### config.mk
export PLATFORM = sky130hd
export DESIGN_NAME = arf_dev_flat
export DESIGN_NICKNAME = d
export VERILOG_FILES = /design/src/arf_pkg.sv /design/src/arf_link_if.sv /design/src/arf_dev.sv /design/src/flat_wrapper.sv
export SDC_FILE = /design/constraint.sdc
export NUM_CORES = 1
export LEC_CHECK = 0
export ABC_AREA = 1
export ABC_CLOCK_PERIOD_IN_PS = 2500
export BUFFER_PORTS_ARGS = -buffer_cell sky130_fd_sc_hd__buf_2
export CAP_MARGIN = 20
export CORE_MARGIN = 8
export CORE_UTILIZATION = 51
export CTS_CLUSTER_SIZE = 20
export DETAILED_ROUTE_END_ITERATION = 7
export GPL_TIMING_DRIVEN = 0
export PLACE_DENSITY = 0.69
export SLEW_MARGIN = 20
export SYNTH_ARGS = -nofsm -noshare
export SYNTH_HDL_FRONTEND = slang
export SYNTH_SLANG_ARGS = --single-unit
### constraint.sdc
create_clock -name clk_sys -period 2.5 [get_ports clk_sys]
set_clock_uncertainty 0.1 [all_clocks]
set_input_delay 0.5 -clock clk_sys [delete_from_list [all_inputs] [get_ports clk_sys]]
set_output_delay 0.5 -clock clk_sys [all_outputs]
set_load 0.02 [all_outputs]
### src/arf_pkg.sv
// Constants shared by both ends of the regular pattern autofill link.
//
// Summary of operation
// [RULE1] Opcode 46h fills colour memory, one parameter.
// [RULE2] Opcode 47h fills black/white memory, same parameter.
// [RULE3] Bit 7 sets first step value, alternates in Y.
// [RULE4] Bits 6:4 pick step height 8 to 296.
// [RULE5] Bits 2:0 pick step width 8 to 160.
// [RULE6] Host never sends height code 111.
// [RULE7] Host never sends width codes 110, 111.
// [RULE8] Both pattern parameters reset to 00h.
// [RULE9] Busy stays high while a fill runs.
// [RULE10] Opcode with dc low, parameter dc high, rw low.
// [RULE11] Host waits for busy low before next command.
`default_nettype none

package arf_pkg;

   // ---------------------------------------------------------------
   // Command set
   // ---------------------------------------------------------------
   localparam logic [7:0] OPC_FILL_RED = 8'h46;
   localparam logic [7:0] OPC_FILL_BW = 8'h47;
   localparam logic [7:0] PARAM_POR = 8'h00;

   // ---------------------------------------------------------------
   // Parameter byte layout
   // ---------------------------------------------------------------
   localparam int FIRST_BIT = 7;
   localparam int HT_MSB = 6;
   localparam int HT_LSB = 4;
   localparam int WD_MSB = 2;
   localparam int WD_LSB = 0;
   localparam logic [2:0] HT_BAD = 3'h7;
   localparam logic [2:0] WD_BAD_LO = 3'h6;

   // Undefined codes fall back to a full-panel step on the device side.
   localparam logic [8:0] STEP_H_LINES [0:7] = '{9'h008, 9'h010, 9'h020, 9'h040,
                                                 9'h080, 9'h100, 9'h128, 9'h128};
   localparam logic [4:0] STEP_W_BYTES [0:7] = '{5'h01, 5'h02, 5'h04, 5'h08,
                                                 5'h10, 5'h14, 5'h14, 5'h14};

   // ---------------------------------------------------------------
   // Frame memory geometry, one byte holds eight pixels
   // ---------------------------------------------------------------
   localparam logic [4:0] X_LAST = 5'h13;
   localparam logic [8:0] Y_LAST = 9'h127;

   // ---------------------------------------------------------------
   // Serial link timing and host registers
   // ---------------------------------------------------------------
   localparam logic [2:0] SCLK_HALF_LAST = 3'h3;
   localparam logic [3:0] FRAME_LAST_BIT = 4'hf;
   localparam logic [3:0] OPC_LAST_BIT = 4'h7;
   localparam logic [7:0] ADR_CMD = 8'h00;
   localparam logic [7:0] ADR_STAT = 8'h04;
   localparam int CMD_RED_BIT = 8;
   localparam int ST_ACTIVE_BIT = 0;
   localparam int ST_BUSY_BIT = 1;
   localparam int ST_ERR_BIT = 2;

   typedef enum logic {DEV_IDLE, DEV_FILL} arf_dev_state_t;
   typedef enum logic [1:0] {HST_IDLE, HST_SEND, HST_WAIT_HI, HST_WAIT_LO} arf_host_state_t;

endpackage

`default_nettype wire

### src/arf_link_if.sv
// Serial command link between the host and the autofill device.
`default_nettype none

interface arf_link_if;
   logic cs_b;
   logic dc;
   logic rw;
   logic sclk;
   logic sdin;
   logic busy;

   modport dev (input cs_b, input dc, input rw, input sclk, input sdin, output busy);
   modport host (output cs_b, output dc, output rw, output sclk, output sdin, input busy);
endinterface

`default_nettype wire

### src/arf_dev.sv
// Device end: command receiver and regular pattern frame memory filler.
`default_nettype none

module arf_dev
   import arf_pkg::*;
(
   input wire logic clk_sys,
   input wire logic rst_b,
   arf_link_if.dev link,
   output logic ram_we,
   output logic ram_red,
   output logic [4:0] ram_x,
   output logic [8:0] ram_y,
   output logic [7:0] ram_wdata,
   output logic [7:0] red_param,
   output logic [7:0] bw_param
);

   // ---------------------------------------------------------------
   // Byte receiver
   // ---------------------------------------------------------------
   logic sclk_ff;
   logic [7:0] shift_ff;
   logic [2:0] bitcnt_ff;
   logic [7:0] nxt_shift;
   logic sclk_rise;
   logic byte_stb;
   arf_dev_state_t state_ff;

   assign sclk_rise = link.sclk & ~sclk_ff;
   assign nxt_shift = {shift_ff[6:0], link.sdin};
   // Write-only link; a read frame is clocked in but never decoded.
   assign byte_stb = sclk_rise & ~link.cs_b & ~link.rw & (bitcnt_ff == 3'h7); // [RULE10]

   always_ff @(posedge clk_sys) begin
      if (!rst_b) begin
         sclk_ff <= 1'b0;
      end else begin
         sclk_ff <= link.sclk;
      end
   end

   always_ff @(posedge clk_sys) begin
      if (!rst_b) begin
         shift_ff <= 8'h00;
         bitcnt_ff <= 3'h0;
      end else if (link.cs_b) begin
         bitcnt_ff <= 3'h0;
      end else if (sclk_rise) begin
         shift_ff <= nxt_shift;
         bitcnt_ff <= bitcnt_ff + 3'h1;
      end
   end

   // ---------------------------------------------------------------
   // Command decode
   // ---------------------------------------------------------------
   logic pend_ff;
   logic pend_red_ff;
   logic start;

   // Bytes arriving during a fill are dropped; the host is expected to wait.
   assign start = byte_stb & link.dc & pend_ff & (state_ff == DEV_IDLE);

   always_ff @(posedge clk_sys) begin
      if (!rst_b) begin
         pend_ff <= 1'b0;
         pend_red_ff <= 1'b0;
      end else if (byte_stb && state_ff == DEV_IDLE) begin
         if (!link.dc) begin
            pend_ff <= (nxt_shift == OPC_FILL_RED) || (nxt_shift == OPC_FILL_BW); // [RULE1] [RULE2]
            pend_red_ff <= (nxt_shift == OPC_FILL_RED); // [RULE1]
         end else begin
            pend_ff <= 1'b0; // [RULE1]
         end
      end
   end

   // ---------------------------------------------------------------
   // Pattern parameters
   // ---------------------------------------------------------------
   logic [7:0] red_param_ff;
   logic [7:0] bw_param_ff;
   logic [7:0] act_param;

   assign act_param = nxt_shift;

   always_ff @(posedge clk_sys) begin
      if (!rst_b) begin
         red_param_ff <= PARAM_POR; // [RULE8]
         bw_param_ff <= PARAM_POR; // [RULE8]
      end else if (start) begin
         if (pend_red_ff) begin
            red_param_ff <= act_param; // [RULE1]
         end else begin
            bw_param_ff <= act_param; // [RULE2]
         end
      end
   end

   assign red_param = red_param_ff;
   assign bw_param = bw_param_ff;

   // ---------------------------------------------------------------
   // Fill sequencer
   // ---------------------------------------------------------------
   logic fill_red_ff;
   logic first_ff;
   logic [8:0] h_last_ff;
   logic [4:0] w_last_ff;
   logic [4:0] x_ff;
   logic [8:0] y_ff;
   logic [4:0] xs_ff;
   logic [8:0] ys_ff;
   logic xpar_ff;
   logic ypar_ff;
   logic row_end;
   logic fill_end;

   assign row_end = (x_ff == X_LAST);
   assign fill_end = row_end & (y_ff == Y_LAST);

   always_ff @(posedge clk_sys) begin
      if (!rst_b) begin
         state_ff <= DEV_IDLE;
      end else begin
         unique case (state_ff)
            DEV_IDLE: begin
               if (start) begin
                  state_ff <= DEV_FILL;
               end
            end
            DEV_FILL: begin
               if (fill_end) begin
                  state_ff <= DEV_IDLE;
               end
            end
         endcase
      end
   end

   always_ff @(posedge clk_sys) begin
      if (!rst_b) begin
         fill_red_ff <= 1'b0;
         first_ff <= 1'b0;
         h_last_ff <= 9'h000;
         w_last_ff <= 5'h00;
      end else if (start) begin
         fill_red_ff <= pend_red_ff;
         first_ff <= act_param[FIRST_BIT]; // [RULE3]
         h_last_ff <= STEP_H_LINES[act_param[HT_MSB:HT_LSB]] - 9'h001; // [RULE4]
         w_last_ff <= STEP_W_BYTES[act_param[WD_MSB:WD_LSB]] - 5'h01; // [RULE5]
      end
   end

   // X walks one byte per clock; steps toggle the column parity.
   always_ff @(posedge clk_sys) begin
      if (!rst_b || start || row_end) begin
         x_ff <= 5'h00;
         xs_ff <= 5'h00;
         xpar_ff <= 1'b0;
      end else if (state_ff == DEV_FILL) begin
         x_ff <= x_ff + 5'h01;
         if (xs_ff == w_last_ff) begin
            xs_ff <= 5'h00; // [RULE5]
            xpar_ff <= ~xpar_ff;
         end else begin
            xs_ff <= xs_ff + 5'h01;
         end
      end
   end

   // Y advances at the end of each row; each step flips the value.
   always_ff @(posedge clk_sys) begin
      if (!rst_b || start) begin
         y_ff <= 9'h000;
         ys_ff <= 9'h000;
         ypar_ff <= 1'b0;
      end else if (state_ff == DEV_FILL && row_end) begin
         y_ff <= y_ff + 9'h001;
         if (ys_ff == h_last_ff) begin
            ys_ff <= 9'h000; // [RULE4]
            ypar_ff <= ~ypar_ff; // [RULE3]
         end else begin
            ys_ff <= ys_ff + 9'h001;
         end
      end
   end

   // ---------------------------------------------------------------
   // Frame memory write port and busy
   // ---------------------------------------------------------------
   logic we_ff;
   logic wr_red_ff;
   logic [4:0] wx_ff;
   logic [8:0] wy_ff;
   logic [7:0] wdata_ff;
   logic busy_ff;

   always_ff @(posedge clk_sys) begin
      if (!rst_b) begin
         we_ff <= 1'b0;
         wr_red_ff <= 1'b0;
         wx_ff <= 5'h00;
         wy_ff <= 9'h000;
         wdata_ff <= 8'h00;
      end else begin
         we_ff <= (state_ff == DEV_FILL);
         wr_red_ff <= fill_red_ff;
         wx_ff <= x_ff;
         wy_ff <= y_ff;
         wdata_ff <= {8{first_ff ^ ypar_ff ^ xpar_ff}}; // [RULE3]
      end
   end

   // Busy covers the whole fill, including the last registered write.
   always_ff @(posedge clk_sys) begin
      if (!rst_b) begin
         busy_ff <= 1'b0;
      end else begin
         busy_ff <= start | (state_ff == DEV_FILL); // [RULE9]
      end
   end

   assign ram_we = we_ff;
   assign ram_red = wr_red_ff;
   assign ram_x = wx_ff;
   assign ram_y = wy_ff;
   assign ram_wdata = wdata_ff;
   assign link.busy = busy_ff;

endmodule

`default_nettype wire

### src/flat_wrapper.sv
// flat-port wrapper written by rule: the top's interface ports become plain ports
module arf_dev_flat import arf_pkg::*;
  (clk_sys, rst_b, ram_we, ram_red, ram_x, ram_y, ram_wdata, red_param, bw_param, link_cs_b, link_dc, link_rw, link_sclk, link_sdin, link_busy);
  arf_link_if link_i ();
  input wire logic clk_sys;
  input wire logic rst_b;
  output logic ram_we;
  output logic ram_red;
  output logic [4:0] ram_x;
  output logic [8:0] ram_y;
  output logic [7:0] ram_wdata;
  output logic [7:0] red_param;
  output logic [7:0] bw_param;
  input wire logic [$bits(link_i.cs_b)-1:0] link_cs_b;
  input wire logic [$bits(link_i.dc)-1:0] link_dc;
  input wire logic [$bits(link_i.rw)-1:0] link_rw;
  input wire logic [$bits(link_i.sclk)-1:0] link_sclk;
  input wire logic [$bits(link_i.sdin)-1:0] link_sdin;
  output wire logic [$bits(link_i.busy)-1:0] link_busy;
  assign link_i.cs_b = link_cs_b;
  assign link_i.dc = link_dc;
  assign link_i.rw = link_rw;
  assign link_i.sclk = link_sclk;
  assign link_i.sdin = link_sdin;
  assign link_busy = link_i.busy;
  arf_dev u_core (.clk_sys(clk_sys), .rst_b(rst_b), .link(link_i), .ram_we(ram_we), .ram_red(ram_red), .ram_x(ram_x), .ram_y(ram_y), .ram_wdata(ram_wdata), .red_param(red_param), .bw_param(bw_param));
endmodule
==> flow_metrics.py <==
metrics = {
    "critical_path": {
        "r2r_slack_ps": 630,
        "r2r_cells": 9,
        "path_class": "flip-flop to flip-flop",
        "critPathRequiredTime_ps": 2650,
        "critPathLaunchType": "flip-flop",
        "path_max_fanout": 10,
        "crit_arrival_ps": 2020,
        "critPathCaptureType": "flip-flop",
    },
    "drt": {
        "wl_um": 8290,
        "maxUsedRoutingLayer": "met4",
        "drc": 0,
        "wl_per_cell_um": 12.0,
        "met1_length_um": 3840,
        "drtAntennaViolNets": 0,
        "drtIter0Drc": 147,
        "wl_met2_um": 3820,
        "vias_per_cell": 4.82,
        "wl_met3_um": 496,
        "first_pass_iters": 4,
        "via_count": 3313,
    },
    "floorplanning": {
        "fp.dieH_um": 104,
        "row_count": 32,
        "ios": 48,
        "start_util_pct": 52.1,
        "coreArea_um2": 7650,
        "die-area_um2": 10900,
        "fp.dieW_um": 104,
    },
    "place": {
        "place_congestion": 0.831,
        "placed_area_um2": 4350,
        "port_buffers": 47,
        "dp_cells": 673,
        "dp_hpwl_um": 6100,
    },
    "grt": {
        "antenna_found_initial": 0,
        "grt_overflow": 0,
        "grt_pass1_vias": 3112,
        "grt_max_degree": 15,
        "grt_pass1_wl_um": 14300,
        "grt_usage_pct": 15.6,
    },
    "cells_and_area": {
        "area_growth_pct": 15.1,
        "design_area_um2": 4580,
        "stdcell_count": 688,
        "drive_gt1_share_pct": 16.7,
        "n_antenna_cell": 0,
        "fillers": 725,
        "fin_nets": 597,
    },
    "clocking": {
        "clk_latency_ps": 350,
        "cts_hold_buf": 0,
        "ctsResizeCount": 0,
        "clock-sinks": 92,
        "post_cts_buffers": 0,
        "clockRootBuffer": "clkbuf_8",
        "cts_htree_levels": 3,
        "cts_buffer_depth": 2,
        "tritoncts": "yes",
        "cts_made_buffers": 9,
        "clkTransAtPathRegs_ps": 90,
    },
    "pwr": {
        "combPwrFrac_pct": 4.0,
        "seq_power_share_pct": 53.5,
        "internal-power_mw": 2.19,
        "sw_frac_of_total_pct": 21.0,
        "netSwitchingPower_uw": 581,
        "p_clk_share_pct": 42.5,
        "p_leak_nw": 2.25,
        "ir_worst_vdd_mv": 0.316,
        "p_per_area_nw_per_um2": 605,
    },
    "synthesis": {
        "yosysSeqAreaShare_pct": 46.2,
        "post-synth-top-area-cell": "dfxtp_1",
        "syn_inst": 524,
        "synth-seq-cells": 92,
        "syn_avg_cell_area_um2": 7.60,
        "synth.area.top_cells": "dfxtp_1, nand2_1, nor2_1",
        "syn-num-nets": 539,
        "yosysTopAreaCellShare_pct": 46.2,
        "ys_warn_count": 0,
        "synth_area_um2": 3980,
        "synth.distinct_cells": 36,
    },
    "sta": {
        "fin_crit_sh_pct": 74.7,
        "max_freq_ghz": 0.536,
        "slew_viol_final": 0,
        "relSlewSlack_pct": 65.5,
        "finalSetupViolations": 0,
        "worstMarginPinSlew_ps": 518,
        "post-route-min-period_ps": 1870,
        "rsz0062_at_grt": "no",
        "tns_ps": 0,
        "hold_violations": 0,
    },
    "outcome": {
        "status": "complete, no violations",
    },
    "worst_hold_path": {
        "hold_class": "input port to flip-flop",
        "hold_depth": 3,
    },
    "run": {
        "maxCapViolations": 0,
    },
}
[layout by cell type, fill, tap and decap left out, types with 2 or more instances in the layout]
master     synthesis  layout
xor2_1            13      13
buf_2              3      50
o21ai_0           31      31
nand2_1          110     110
a21oi_1           30      30
nand2_2            2       2
nor2_1            76      76
a22oi_1            2       2
nand4_1           11      11
clkbuf_8           0      10
nor2_2             3       3
dfxtp_1           92      92
inv_2              6       6
clkinv_2           0       2
nor2_4             5       5
clkbuf_1           3       3
ha_1               8       8
buf_6              2       2
bufinv_16          0       3
buf_1              2       2
nor3_1             7       7
o21ai_1            2       2
xnor2_1           11      11
buf_4              9       9
inv_1             62      62
nand3_1           21      21
[through the flow]
| step | setup WS, ps | util [%] | power (mW) | hold slack [ps] |
|---|---|---|---|---|
| CTS | 584 | 59.9 | 2.80 | 288 |
| global placement | 611 | 56.8 | 1.63 | 335 |
| global route | 414 | 59.9 | 2.88 | 317 |
| finish | 633 | 59.9 | 2.77 | 299 |
| floorplan | 873 | - | 1.59 | 307 |
| detailed placement | 592 | 56.8 | 1.63 | 344 |
[logic make-up after synthesis]
family | after synthesis | share of synthesized area, %
mux | 1 | 0.251
flops | 92 | 46.2
buf+inv | 89 | 9.86
simple gates | 243 | 27.2
compound gates | 67 | 8.67
xor+xnor | 24 | 5.28
fa+ha+maj | 8 | 2.51
[sequential cells by signal, summed over array words and instances, names as in the netlist, 3 cells and up]
name / cells
u_core.xs_ff: 5
u_core.shift_ff: 7
u_core.bitcnt_ff: 3
u_core.ram_x: 5
u_core.x_ff: 5
u_core.w_last_ff: 5
u_core.h_last_ff: 7
u_core.ram_y: 9
u_core.y_ff: 9
u_core.ys_ff: 9
u_core.red_param: 8
u_core.bw_param: 8
[final cells by class]
class	instances	area, um^2	area share [%]
timing repair buffer	47	235	5.13
tap	102	128	2.78
clock buffer	10	138	3.00
buffer	20	129	2.81
inverter	69	264	5.76
clock inverter	5	100	2.18
multi-input combinational	343	1750	38.2
sequential	92	1840	40.2
[power groups by stage]
| stage | registers [mW] | clock network, mW | logic [mW] |
|---|---|---|---|
| finish | 1.48 | 1.18 | 0.110 |
| global route | 1.49 | 1.27 | 0.124 |
| CTS | 1.48 | 1.20 | 0.110 |
| detailed placement | 1.52 | 0 | 0.110 |
| global placement | 1.52 | 0 | 0.107 |
| floorplan | 1.51 | 0 | 0.0776 |
[routing by layer]
metal  GRT usage [%]  vias to the layer above
li1                -                     1753
met1            18.6                     1477
met2            26.0                       73
met3            4.21                       10
met4            6.20                        0
met5               0                        -
[worst max-delay path, stage by stage (launching register included)]
cell and delay (ps):
dfxtp_1 360, ha_1 160, ha_1 140, inv_1 30, nor2_1 250, nand4_4 190, nor2_4 240, inv_2 120
nor2_1 120, nor2_1 60
[final timing paths]
kind,endpoint,start
setup / recovery,u_core.bw_param[7],u_core.bitcnt_ff[0]
hold / removal,u_core.sclk_ff,link_sclk
setup reg to reg,u_core.bw_param[7],u_core.bitcnt_ff[0]
hold reg to reg,u_core.ram_red,u_core.fill_red_ff
[synthesized netlist by cell type (all sizes together)]
cell	count
nand2	113
dfxtp	92
nor2	85
inv	68
o21ai	33
a21oi	30
nand3	22
buf	16
xor2	13
nand4	12
xnor2	11
ha	8
nor3	7
clkbuf	4
a22oi	2
a21boi	1
and3	1
clkinv	1
mux2i	1
nand3b	1
nor2b	1
o31ai	1
or2	1
No activity file was read; power rests on OpenSTA's default activity.
